## src/logic/pll_cfg_pkg.sv

```systemverilog
// Package: register map, field layout, reset values and divider codes of the PLL config block
// Summary of operation
// Software rewrites reserved fields with reset values
// Timestamp control bit 0 enables stamp receiver
// Timestamp control bit 1 selects PECL input
// Refclk out driven when enabled and PLL on
// Second divider codes 0,1,2 give 1,2,4
// First divider codes 0,1,2 give 5,4,3
// Third divider divides sampling clock by value
// Software holds PLL reset before divider changes
// Software programs oscillator bias to 0x4A
// Feedback clock is VCO over ratio product
`default_nettype none
package pll_cfg_pkg;
    // Register offsets on the parallel register port
    localparam logic [7:0] OFS_STAMP_CTRL = 8'h3B;
    localparam logic [7:0] OFS_REFCLK_CTRL = 8'h3C;
    localparam logic [7:0] OFS_DIV_FIRST_SECOND = 8'h3D;
    localparam logic [7:0] OFS_DIV_THIRD = 8'h3E;
    localparam logic [7:0] OFS_OSCILLATOR_BIAS_LEVEL = 8'h3F;
    // Reset values
    localparam logic [7:0] RST_STAMP_CTRL = 8'h00;
    localparam logic [7:0] RST_REFCLK_CTRL = 8'h01;
    localparam logic [7:0] RST_DIV_FIRST_SECOND = 8'h00;
    localparam logic [7:0] RST_DIV_THIRD = 8'h20;
    localparam logic [7:0] RST_OSCILLATOR_BIAS_LEVEL = 8'h4F;
    // Value read at an unmapped offset
    localparam logic [7:0] UNMAPPED_READ = 8'h00;
    // Field positions
    localparam int BIT_STAMP_ON = 0;
    localparam int BIT_STAMP_PECL = 1;
    localparam int BIT_REFCLK_ON = 0;
    localparam int FIRST_LSB = 0;
    localparam int SECOND_LSB = 2;
    localparam int THIRD_LSB = 0;
    localparam int BIAS_LSB = 0;
    localparam int CODE_W = 2;
    localparam int THIRD_W = 6;
    localparam int BIAS_W = 7;
    // Divider ratios, all at the width of the divider ratio port
    localparam logic [5:0] FIRST_CODE0_RATIO = 6'h05;
    localparam logic [5:0] FIRST_CODE1_RATIO = 6'h04;
    localparam logic [5:0] FIRST_CODE2_RATIO = 6'h03;
    localparam logic [5:0] SECOND_CODE0_RATIO = 6'h01;
    localparam logic [5:0] SECOND_CODE1_RATIO = 6'h02;
    localparam logic [5:0] SECOND_CODE2_RATIO = 6'h04;
    localparam logic [5:0] MIN_RATIO = 6'h01;
    // Divider codes
    localparam logic [1:0] CODE0 = 2'h0;
    localparam logic [1:0] CODE1 = 2'h1;
    localparam logic [1:0] CODE2 = 2'h2;

    // Register port request carried as one bundle
    typedef struct packed {
        logic wr;
        logic [7:0] addr;
        logic [7:0] wdata;
    } reg_req_s;

    // Resolved ratios of the three feedback dividers
    typedef struct packed {
        logic [5:0] first;
        logic [5:0] second;
        logic [5:0] third;
    } div_ratio_s;
endpackage : pll_cfg_pkg
`default_nettype wire

```

## src/logic/pll_divider_timestamp_config.sv

```systemverilog
// Module: timestamp, refclk output and PLL feedback divider configuration registers
`default_nettype none
module pll_divider_timestamp_config (
    input wire logic clk,
    input wire logic rst,
    input wire logic reg_wr,
    input wire logic [7:0] reg_addr,
    input wire logic [7:0] reg_wdata,
    output logic [7:0] reg_rdata,
    input wire logic pll_enable_pin,
    input wire logic loop_reset_control,
    input wire logic vco_tick,
    output logic stamp_receiver_on,
    output logic stamp_input_pecl_select,
    output logic loop_refclk_out_on,
    output logic [6:0] oscillator_bias_level,
    output logic sample_tick,
    output logic pfd_feedback_tick
);
    pll_cfg_pkg::reg_req_s req; // Bundled register request
    pll_cfg_pkg::div_ratio_s ratio; // Ratios decoded from the fields
    logic [7:0] stamp_ctrl_r; // Timestamp input control
    logic [7:0] refclk_ctrl_r; // Reference clock output control
    logic [7:0] div_fs_r; // First and second divider codes
    logic [7:0] div_third_r; // Third divider value
    logic [7:0] bias_r; // Oscillator bias
    logic [7:0] rdata_nxt; // Read mux result
    logic pll_en_meta_r; // Enable pin, first synchroniser stage
    logic pll_en_sync_r; // Enable pin, synchronised
    logic first_tick; // First divider output
    logic [1:0] first_code; // First divider code field
    logic [1:0] second_code; // Second divider code field
    logic wr_stamp; // Write strobe for timestamp control
    logic wr_refclk; // Write strobe for reference clock control
    logic wr_div_fs; // Write strobe for first and second codes
    logic wr_div_third; // Write strobe for third divider value
    logic wr_bias; // Write strobe for oscillator bias

    // Port signals gathered so decode and write logic share one bundle
    assign req = '{wr: reg_wr, addr: reg_addr, wdata: reg_wdata};

    ////////////////////////////////////////////////////////////////////////////
    // Write decode: one strobe per mapped offset, unmapped writes hit nothing
    assign wr_stamp = req.wr && (req.addr == pll_cfg_pkg::OFS_STAMP_CTRL);
    assign wr_refclk = req.wr && (req.addr == pll_cfg_pkg::OFS_REFCLK_CTRL);
    assign wr_div_fs = req.wr && (req.addr == pll_cfg_pkg::OFS_DIV_FIRST_SECOND);
    assign wr_div_third = req.wr && (req.addr == pll_cfg_pkg::OFS_DIV_THIRD);
    assign wr_bias = req.wr && (req.addr == pll_cfg_pkg::OFS_OSCILLATOR_BIAS_LEVEL);

    ////////////////////////////////////////////////////////////////////////////
    // Register writes, one process per register. Reserved bits are stored as
    // written so reads echo them; keeping them at reset value is the writer's
    // duty, and storing them costs a few flops but keeps readback honest  see

    // Timestamp control: receiver enable and input mode
    always_ff @(posedge clk) begin
        if (rst) begin
            stamp_ctrl_r <= pll_cfg_pkg::RST_STAMP_CTRL;
        end else if (wr_stamp) begin
            stamp_ctrl_r <= req.wdata;
        end
    end

    // Reference clock output control; it resets enabled so the output
    // runs before any register access whenever the PLL enable pin is high
    always_ff @(posedge clk) begin
        if (rst) begin
            refclk_ctrl_r <= pll_cfg_pkg::RST_REFCLK_CTRL;
        end else if (wr_refclk) begin
            refclk_ctrl_r <= req.wdata;
        end
    end

    // First and second divider codes; changes are expected only under
    // loop reset, a change in mid-run may give one short period  see
    always_ff @(posedge clk) begin
        if (rst) begin
            div_fs_r <= pll_cfg_pkg::RST_DIV_FIRST_SECOND;
        end else if (wr_div_fs) begin
            div_fs_r <= req.wdata;
        end
    end

    // Third divider value; same loop reset expectation as above  see
    always_ff @(posedge clk) begin
        if (rst) begin
            div_third_r <= pll_cfg_pkg::RST_DIV_THIRD;
        end else if (wr_div_third) begin
            div_third_r <= req.wdata;
        end
    end

    // Bias is taken as written; 0x4A is software's job  see
    always_ff @(posedge clk) begin
        if (rst) begin
            bias_r <= pll_cfg_pkg::RST_OSCILLATOR_BIAS_LEVEL;
        end else if (wr_bias) begin
            bias_r <= req.wdata;
        end
    end

    ////////////////////////////////////////////////////////////////////////////
    // Read mux; unmapped offsets read as zero
    always_comb begin
        if (req.addr == pll_cfg_pkg::OFS_STAMP_CTRL) begin
            rdata_nxt = stamp_ctrl_r;
        end else if (req.addr == pll_cfg_pkg::OFS_REFCLK_CTRL) begin
            rdata_nxt = refclk_ctrl_r;
        end else if (req.addr == pll_cfg_pkg::OFS_DIV_FIRST_SECOND) begin
            rdata_nxt = div_fs_r;
        end else if (req.addr == pll_cfg_pkg::OFS_DIV_THIRD) begin
            rdata_nxt = div_third_r;
        end else if (req.addr == pll_cfg_pkg::OFS_OSCILLATOR_BIAS_LEVEL) begin
            rdata_nxt = bias_r;
        end else begin
            rdata_nxt = pll_cfg_pkg::UNMAPPED_READ;
        end
    end

    // Read data registered, valid one cycle after the address.
    // One flop keeps the read path short; the price is one cycle of
    // latency that the master must allow for
    always_ff @(posedge clk) begin
        if (rst) begin
            reg_rdata <= 8'h00;
        end else begin
            reg_rdata <= rdata_nxt;
        end
    end

    ////////////////////////////////////////////////////////////////////////////
    // Enable pin comes from outside the clock domain: two flops first.
    // Only the second stage is read; the first may still be settling.
    // Reset holds both low, so the output stays off for two edges after
    always_ff @(posedge clk) begin
        if (rst) begin
            pll_en_meta_r <= 1'b0;
            pll_en_sync_r <= 1'b0;
        end else begin
            pll_en_meta_r <= pll_enable_pin;
            pll_en_sync_r <= pll_en_meta_r;
        end
    end

    ////////////////////////////////////////////////////////////////////////////
    // Registered control outputs; they follow the registers one edge
    // later, so a write shows on the pins at the second edge, and every
    // output leaves straight from a flop with no decode glitches
    always_ff @(posedge clk) begin
        if (rst) begin
            stamp_receiver_on <= 1'b0;
            stamp_input_pecl_select <= 1'b0;
            loop_refclk_out_on <= 1'b0;
            oscillator_bias_level <= 7'h00;
        end else begin
            stamp_receiver_on <= stamp_ctrl_r[pll_cfg_pkg::BIT_STAMP_ON];
            stamp_input_pecl_select <= stamp_ctrl_r[pll_cfg_pkg::BIT_STAMP_PECL];
            // Enable resets to one, so until the bit is cleared the output follows the PLL enable alone
            loop_refclk_out_on <= refclk_ctrl_r[pll_cfg_pkg::BIT_REFCLK_ON]
                && pll_en_sync_r;
            oscillator_bias_level <= bias_r[pll_cfg_pkg::BIAS_LSB +: pll_cfg_pkg::BIAS_W];
        end
    end

    ////////////////////////////////////////////////////////////////////////////
    // Decode codes to ratios; reserved code 3 falls back to the reset ratio.
    // A user who writes code 3 gets the reset rate rather than a stalled
    // chain, which is the safer of the two outcomes
    assign first_code = div_fs_r[pll_cfg_pkg::FIRST_LSB +: pll_cfg_pkg::CODE_W];
    assign second_code = div_fs_r[pll_cfg_pkg::SECOND_LSB +: pll_cfg_pkg::CODE_W];

    always_comb begin
        case (first_code)
            pll_cfg_pkg::CODE1: ratio.first = pll_cfg_pkg::FIRST_CODE1_RATIO;
            pll_cfg_pkg::CODE2: ratio.first = pll_cfg_pkg::FIRST_CODE2_RATIO;
            default: ratio.first = pll_cfg_pkg::FIRST_CODE0_RATIO;
        endcase
        case (second_code)
            pll_cfg_pkg::CODE1: ratio.second = pll_cfg_pkg::SECOND_CODE1_RATIO;
            pll_cfg_pkg::CODE2: ratio.second = pll_cfg_pkg::SECOND_CODE2_RATIO;
            default: ratio.second = pll_cfg_pkg::SECOND_CODE0_RATIO;
        endcase
        // Literal value; zero is unsupported and is run as divide by one  see
        ratio.third = div_third_r[pll_cfg_pkg::THIRD_LSB +: pll_cfg_pkg::THIRD_W];
        if (ratio.third == 6'h00) begin
            ratio.third = pll_cfg_pkg::MIN_RATIO;
        end
    end

    ////////////////////////////////////////////////////////////////////////////
    // Divider chain: VCO -> first -> second (sampling) -> third (feedback),
    // so feedback rate is VCO over the ratio product  see
    // Each stage adds one cycle of latency; only rates matter here.
    // All three stages share the loop reset, so releasing it restarts the
    // chain from a known phase; a change made outside it may shorten one
    // period while the counters wrap at the new terminal count.
    tick_divider u_first (
        .clk(clk),
        .rst(rst),
        .hold(loop_reset_control),
        .tick_in(vco_tick),
        .ratio(ratio.first),
        .tick_out(first_tick)
    );

    tick_divider u_second (
        .clk(clk),
        .rst(rst),
        .hold(loop_reset_control),
        .tick_in(first_tick),
        .ratio(ratio.second),
        .tick_out(sample_tick)
    );

    tick_divider u_third (
        .clk(clk),
        .rst(rst),
        .hold(loop_reset_control),
        .tick_in(sample_tick),
        .ratio(ratio.third),
        .tick_out(pfd_feedback_tick)
    );
endmodule : pll_divider_timestamp_config
`default_nettype wire

```

## src/logic/tick_divider.sv

```systemverilog
// Module: divides a one-cycle tick stream by a programmable ratio
`default_nettype none
module tick_divider (
    input wire logic clk,
    input wire logic rst,
    input wire logic hold,
    input wire logic tick_in,
    input wire logic [5:0] ratio,
    output logic tick_out
);
    logic [5:0] count_r; // Ticks seen in the current period
    logic [5:0] last; // Terminal count for the ratio

    // A ratio of zero would wrap only at 63, so treat it as one
    assign last = (ratio == 6'h00) ? 6'h00 : ratio - 6'h01;

    ////////////////////////////////////////////////////////////////////////////
    // Period counter, cleared while the loop is held in reset
    always_ff @(posedge clk) begin
        if (rst || hold) begin
            count_r <= 6'h00;
        end else if (tick_in) begin
            // Wrap at terminal count; a ratio shrunk mid-period also wraps
            if (count_r >= last) begin
                count_r <= 6'h00;
            end else begin
                count_r <= count_r + 6'h01;
            end
        end
    end

    // Registered output pulse, one per completed period
    always_ff @(posedge clk) begin
        if (rst || hold) begin
            tick_out <= 1'b0;
        end else begin
            tick_out <= tick_in && (count_r >= last);
        end
    end
endmodule : tick_divider
`default_nettype wire

```

## config.mk

```make
export PLATFORM = sky130hd
export DESIGN_NAME = pll_divider_timestamp_config
export DESIGN_NICKNAME = d
export VERILOG_FILES = /design/src/logic/pll_cfg_pkg.sv /design/src/logic/pll_divider_timestamp_config.sv /design/src/logic/tick_divider.sv
export SDC_FILE = /design/constraint.sdc
export NUM_CORES = 1
export LEC_CHECK = 0
export ABC_AREA = 0
export BUFFER_PORTS_ARGS = -buffer_cell sky130_fd_sc_hd__buf_2
export CAP_MARGIN = 0
export CORE_MARGIN = 5
export CORE_UTILIZATION = 45
export DETAILED_ROUTE_END_ITERATION = 16
export MAX_ROUTING_LAYER = met4
export PLACE_DENSITY = 0.69
export SETUP_SLACK_MARGIN = 0.02
export SLEW_MARGIN = 10
export SYNTH_ARGS = -nofsm -noshare
export SYNTH_HDL_FRONTEND = slang
export SYNTH_HIERARCHICAL = 1
export SYNTH_SLANG_ARGS = --single-unit
```

## constraint.sdc

```tcl
create_clock -name clk -period 2.9 [get_ports clk]
set_input_delay 0.58 -clock clk [delete_from_list [all_inputs] [get_ports clk]]
set_output_delay 0.58 -clock clk [all_outputs]
set_load 0.02 [all_outputs]
```

==> results of run 1 <==
-- cell type report --
cell class	instances	area [sq um]	share of cell area
Multi-Input combinational cell	332	2560	0.529
Sequential cell	81	1620	0.335
Timing Repair Buffer	48	258	0.0533
Tap cell	129	161	0.0334
Clock inverter	7	53.8	0.0111
Inverter	16	60.1	0.0124
Clock buffer	9	124	0.0256
-- flip-flops by register name (all words and copies together), names as in the netlist, 6 cells and up --
name                   flops
u_third/count_r            6
div_third_r                8
stamp_ctrl_r               8
u_second/count_r           6
oscillator_bias_level      7
bias_r                     8
refclk_ctrl_r              8
u_first/count_r            6
div_fs_r                   8
reg_rdata                  8
-- through the flow --
stage                     hold WS [ns]  setup slack, ns
after floorplan                  0.402            0.338
after global placement           0.408            0.201
after detailed placement         0.418           0.0692
after CTS                        0.430           0.0449
after global routing             0.462           0.0163
final                            0.425            0.164
-- critical path, stage by stage, from the launching register on --
cell and delay (ns):
dfxtp_2 0.36, or4_1 0.54, o21bai_2 0.21, inv_1 0.08, ha_2 0.20, nand2_1 0.10
or3_4 0.14, nand2_1 0.05, ha_1 0.30, a21oi_2 0.15, a2bb2oi_2 0.19, o31ai_4 0.13
nor3_1 0.20
-- logic make-up (layout without fill, tap and decap cells) --
family / Yosys count / in the layout
mux: 62 / 62
simple gates: 175 / 175
fa+ha+maj: 26 / 26
buf+inv: 42 / 80
flops: 81 / 81
other cells: 1 / 20
xor+xnor: 21 / 21
compound gates: 28 / 28
-- cells in the mapped netlist (2+ instances only) --
| cell | count |
|---|---|
| nand2_1 | 24 |
| a21oi_1 | 10 |
| nand4_1 | 6 |
| or4_1 | 2 |
| o31ai_4 | 3 |
| xor2_1 | 15 |
| xnor2_1 | 6 |
| or2_2 | 3 |
| dfxtp_1 | 81 |
| clkbuf_1 | 17 |
| a21o_1 | 3 |
| nor2_1 | 30 |
| nor3b_1 | 3 |
| a222oi_1 | 7 |
| nor3_1 | 25 |
| ha_1 | 26 |
| mux2i_1 | 46 |
| nand2b_1 | 51 |
| a2bb2oi_2 | 3 |
| mux2_2 | 15 |
| nor2b_1 | 11 |
| buf_2 | 3 |
| nand3_4 | 3 |
| buf_1 | 2 |
| or3_4 | 3 |
| nor4_4 | 2 |
| inv_1 | 16 |
| buf_6 | 3 |
| and2_1 | 4 |
-- path summary, 6_finish.rpt --
kind / from / end / slack (ns)
max: div_third_r[4] / u_third/count_r[0] / 0.16
min: pll_en_sync_r / loop_refclk_out_on / 0.43
max reg2reg: div_third_r[4] / u_third/count_r[0] / 0.16
min reg2reg: pll_en_sync_r / loop_refclk_out_on / 0.43
-- report_power, final --
part	internal (W)	switching (W)
Clock	0.000320	0.000443
Sequential	0.00112	0.00000307
Combinational	0.0000542	0.0000808
Total	0.00149	0.000526
-- repair_timing --
item | 4_1_cts | 5_1_grt
resized for setup | 0 | 7
buffers inserted | 0 | 1
hold endpoints to repair | 0 | 0
endpoints found under the setup margin | 0 | 11
-- metal layers --
metal	vias up	track usage	share of wire
met4	0	0.0667	0.020
li1	1578	-	-
met2	52	0.269	0.47
met5	-	-	0
met1	1455	0.208	0.48
met3	13	0.0300	0.033
-- layout by cell type, fill, tap and decap left out, drive strengths merged, types with 10 or more instances in the layout --
cell    count
xor2       15
a21oi      10
ha         26
nand2b     51
mux2       16
nand2      25
nor2       30
inv        19
mux2i      46
conb       20
dfxtp      81
nor2b      11
nor3       26
buf        48
==> results.sh, run 1 <==
export IMPL_gp_congestion=0.758
export IMPL_cp_data_arrival_time_ns=3.01
export IMPL_setup_tns_ns=0
export IMPL_power_w=0.00202
export IMPL_core_sq_um=9240
export IMPL_yosysTopAreaCellShare=0.380
export IMPL_synthMuxAreaShare=0.150
export IMPL_cts_htree_levels=3
export IMPL_dp_hpwl_um=6360
export IMPL_min_period_over_period=0.944
export IMPL_portBuffers=41
export IMPL_startpoint_type="register"
export IMPL_irDropWorstVdd_v=0.000313
export IMPL_setup_viol=0
export IMPL_cts_root_buf="clkbuf_8"
export IMPL_place_area_sq_um=4630
export IMPL_max_freq_ghz=0.365
export IMPL_drt_wl_total_um=8680
export IMPL_critPathKind="register to register"
export IMPL_maxSlewHeadroom=0.519
export IMPL_fin_skew_ns=0.00688
export IMPL_synth_compound_area_frac=0.0625
export IMPL_die_area_sq_um=11500
export IMPL_final_hold_viol_count=0
export IMPL_avgSynthCellArea_sq_um=9.79
export IMPL_drc_errors=0
export IMPL_layout_drive_gt1_share=0.217
export IMPL_cts_buffers_inserted=9
export IMPL_synth_edff_count=0
export IMPL_stdcell_count=622
export IMPL_nNetsFinal=536
export IMPL_grt_pass1_vias=3150
export IMPL_io_pins=42
export IMPL_overflow=0
export IMPL_cts_buffer_depth=2
export IMPL_drtAntennaViolNets=0
export IMPL_grt_max_degree=28
export IMPL_ys_flop_type="dfxtp_1"
export IMPL_critPathMaxFanout=7
export IMPL_synthAdderAreaFrac=0.0762
export IMPL_clk_pin_slew_worst_paths_ns=0.09
export IMPL_synth_seq_cells=81
export IMPL_ys_warnings_count=6
export IMPL_numClockSinks=81
export IMPL_drt_iter0_markers=99
export IMPL_synth_simple_gate_area_frac=0.243
export IMPL_die_x_um=107
export IMPL_outcome="finished, final reports clean"
export IMPL_synth_top_area_cell="dfxtp_1"
export IMPL_design_area_sq_um=4840
export IMPL_final_util=0.523
export IMPL_initial_utilization=0.462
export IMPL_vias=3098
export IMPL_antenna_found_initial=0
export IMPL_fill_cells=856
export IMPL_antenna_cells=0
export IMPL_ys_top_cells_by_area="dfxtp_1, mux2i_1, ha_1"
export IMPL_place_inst=605
export IMPL_holdPathStages=2
export IMPL_netlist_instances=436
export IMPL_die_y_um=107
export IMPL_wire_per_inst_um=14.0
export IMPL_synth_area_sq_um=4270
export IMPL_cts_tree="built"
export IMPL_clk_latency_ns=0.36
export IMPL_num_rows=35
export IMPL_worst_ep_required_time_ns=3.18
export IMPL_yosysUniqueCellTypes=42
export IMPL_power_leakage_nw=2.02
export IMPL_grt_pass1_wl_um=15000
export IMPL_drtPass1Iterations=4
export IMPL_synth_top_family_by_area="simple AND/OR/NAND/NOR gates"
export IMPL_drv_cap=0
export IMPL_synth_seq_area_share=0.380
export IMPL_synthArstFlopShare=0
export IMPL_synthToLayoutAreaGrowth_pct=13.4
export IMPL_viasPerCell=4.98
export IMPL_critPathCaptureType="register"
export IMPL_synth_xor_area_frac=0.0431
export IMPL_hold_class="register to register"
export IMPL_power_density_nw_per_um2=417
export IMPL_track_usage=0.167
export IMPL_tightest_slew_ns=0.720
export IMPL_rsz0062_at_grt="no"
export IMPL_post_route_min_period_ns=2.74
export IMPL_hold_buffers=0
export IMPL_drv_slew=0
export IMPL_r2r_cells=12
No activity file was read; power rests on OpenSTA's default activity.
==> run 2: changes to the inputs <==
- clock period: 2.9 -> 3.5 ns (I/O delays scaled with it)
==> results.sh, run 2 (synthesized netlist as in run 1, its figures left out) <==
export IMPL_antenna_cells=0
export IMPL_portBuffers=41
export IMPL_critPathLaunch="div_third_r[4]"
export IMPL_die_y_um=107
export IMPL_num_rows=35
export IMPL_cts_buffers_inserted=9
export IMPL_power_leakage_nw=1.98
export IMPL_drc_errors=0
export IMPL_hold_buffers=0
export IMPL_drv_slew=0
export IMPL_critPathCaptureType="register"
export IMPL_final_hold_viol_count=0
export IMPL_design_area_sq_um=4790
export IMPL_cts_repair_resized=0
export IMPL_clk_latency_ns=0.35
export IMPL_critPathMaxFanout=7
export IMPL_drt_wl_total_um=8480
export IMPL_hold_class="register to register"
export IMPL_worst_ep_required_time_ns=3.77
export IMPL_setup_viol=0
export IMPL_irDropWorstVdd_v=0.000254
export IMPL_numClockSinks=81
export IMPL_drt_iter0_markers=150
export IMPL_fill_cells=844
export IMPL_core_sq_um=9240
export IMPL_place_inst=602
export IMPL_setup_tns_ns=0
export IMPL_fin_skew_ns=0.00917
export IMPL_post_route_min_period_ns=2.84
export IMPL_power_density_nw_per_um2=347
export IMPL_grt_pass1_wl_um=14700
export IMPL_startpoint_type="register"
export IMPL_rsz0062_at_grt="no"
export IMPL_drtAntennaViolNets=0
export IMPL_antenna_found_initial=0
export IMPL_maxSlewHeadroom=0.470
export IMPL_r2r_cells=12
export IMPL_cp_data_arrival_time_ns=3.11
export IMPL_outcome="finished, final reports clean"
export IMPL_r2r_slack_ns=0.66
export IMPL_wire_per_inst_um=13.7
export IMPL_place_area_sq_um=4610
export IMPL_multi_input_area_sq_um=2530
export IMPL_synthToLayoutAreaGrowth_pct=12.2
export IMPL_mostFrequentLayoutCell="dfxtp_1"
export IMPL_die_x_um=107
export IMPL_drv_cap=0
export IMPL_clk_pin_slew_worst_paths_ns=0.08
export IMPL_io_pins=42
export IMPL_post_cts_setup_buffers=0
export IMPL_register_area_sq_um=1620
export IMPL_critPathCapture="u_third/count_r[5]"
export IMPL_critPathKind="register to register"
export IMPL_stdcell_count=618
export IMPL_setup_ws_ns=0.660
export IMPL_overflow=0
export IMPL_final_cell_mix="dfxtp_1, nand2b_1, mux2i_1, buf_2, nor2_1"
export IMPL_grt_max_degree=26
export IMPL_viasPerCell=4.96
export IMPL_cts_buffer_depth=2
export IMPL_gp_congestion=0.841
export IMPL_cts_htree_levels=3
export IMPL_dp_hpwl_um=6320
export IMPL_layout_drive_gt1_share=0.196
export IMPL_track_usage=0.163
export IMPL_grt_pass1_vias=3153
export IMPL_max_freq_ghz=0.352
export IMPL_pre_cts_slack_ns=0.690
export IMPL_min_period_over_period=0.811
export IMPL_timing_rr_end="u_third/count_r[5]"
export IMPL_die_area_sq_um=11500
export IMPL_vias=3068
export IMPL_cts_root_buf="clkbuf_8"
export IMPL_initial_utilization=0.462
export IMPL_tightest_slew_ns=0.789
export IMPL_cts_tree="built"
export IMPL_reg2reg_from="div_third_r[4]"
export IMPL_drtPass1Iterations=5
export IMPL_nNetsFinal=532
## run 2: cell types whose count changed in the layout (fill, tap and decap cells not counted), moves of 2 or more
cell	before	now
clkinvlp_4	2	4
a21oi_2	3	0
inv_6	2	0
a21oi_1	7	10
buf_4	7	3
## run 2: final cells by class
type,count,share of cell area
Clock buffer,10,0.0288
Inverter,16,0.0125
Multi-Input combinational cell,332,0.530
Sequential cell,81,0.339
Tap cell,129,0.0337
Clock inverter,6,0.00915
Timing Repair Buffer,44,0.0476
## run 2: worst min path at each step
stage | slack [ns] | endpoint | startpoint | depth (start not counted)
floorplan | 0.40 | loop_refclk_out_on | pll_en_sync_r | 2
global placement | 0.41 | loop_refclk_out_on | pll_en_sync_r | 2
detailed placement | 0.41 | loop_refclk_out_on | pll_en_sync_r | 2
CTS | 0.43 | loop_refclk_out_on | pll_en_sync_r | 2
global route | 0.46 | pll_en_sync_r | pll_en_meta_r | 1
finish | 0.42 | loop_refclk_out_on | pll_en_sync_r | 2
## run 2: power by group
| group | total, W | internal (W) | switching (W) | leakage (nW) |
|---|---|---|---|---|
| clock network | 0.000619 | 0.000276 | 0.000343 | 0.0805 |
| logic | 0.000111 | 0.0000448 | 0.0000662 | 1.25 |
| registers | 0.000929 | 0.000927 | 0.00000240 | 0.655 |
| total | 0.00166 | 0.00125 | 0.000411 | 1.98 |
## run 2: critical path: stages (launching register included)
cell,delay [ns]
dfxtp_1,0.37
or4_1,0.53
o21bai_1,0.25
inv_1,0.09
ha_1,0.25
nand2_1,0.12
or3_4,0.14
nand2_1,0.05
ha_1,0.29
a21oi_1,0.18
a2bb2oi_2,0.19
o31ai_4,0.12
nor3_1,0.19
## run 2: metal layers
layer,up-vias,part of all wire,GRT usage
li1,1561,-,-
met1,1419,0.46,0.198
met2,70,0.48,0.264
met3,18,0.044,0.0384
met4,0,0.022,0.0640
met5,-,0,-
## run 2: metrics by stage
| stage | total power (W) | util | hold slack (ns) |
|---|---|---|---|
| 5_1_grt | 0.00174 | 0.518 | 0.458 |
| 3_5_place_dp | 0.00106 | 0.498 | 0.413 |
| 2_1_floorplan | 0.00103 | - | 0.402 |
| 6_report | 0.00166 | 0.518 | 0.423 |
| 3_3_place_gp | 0.00106 | 0.498 | 0.409 |
| 4_1_cts | 0.00168 | 0.518 | 0.426 |
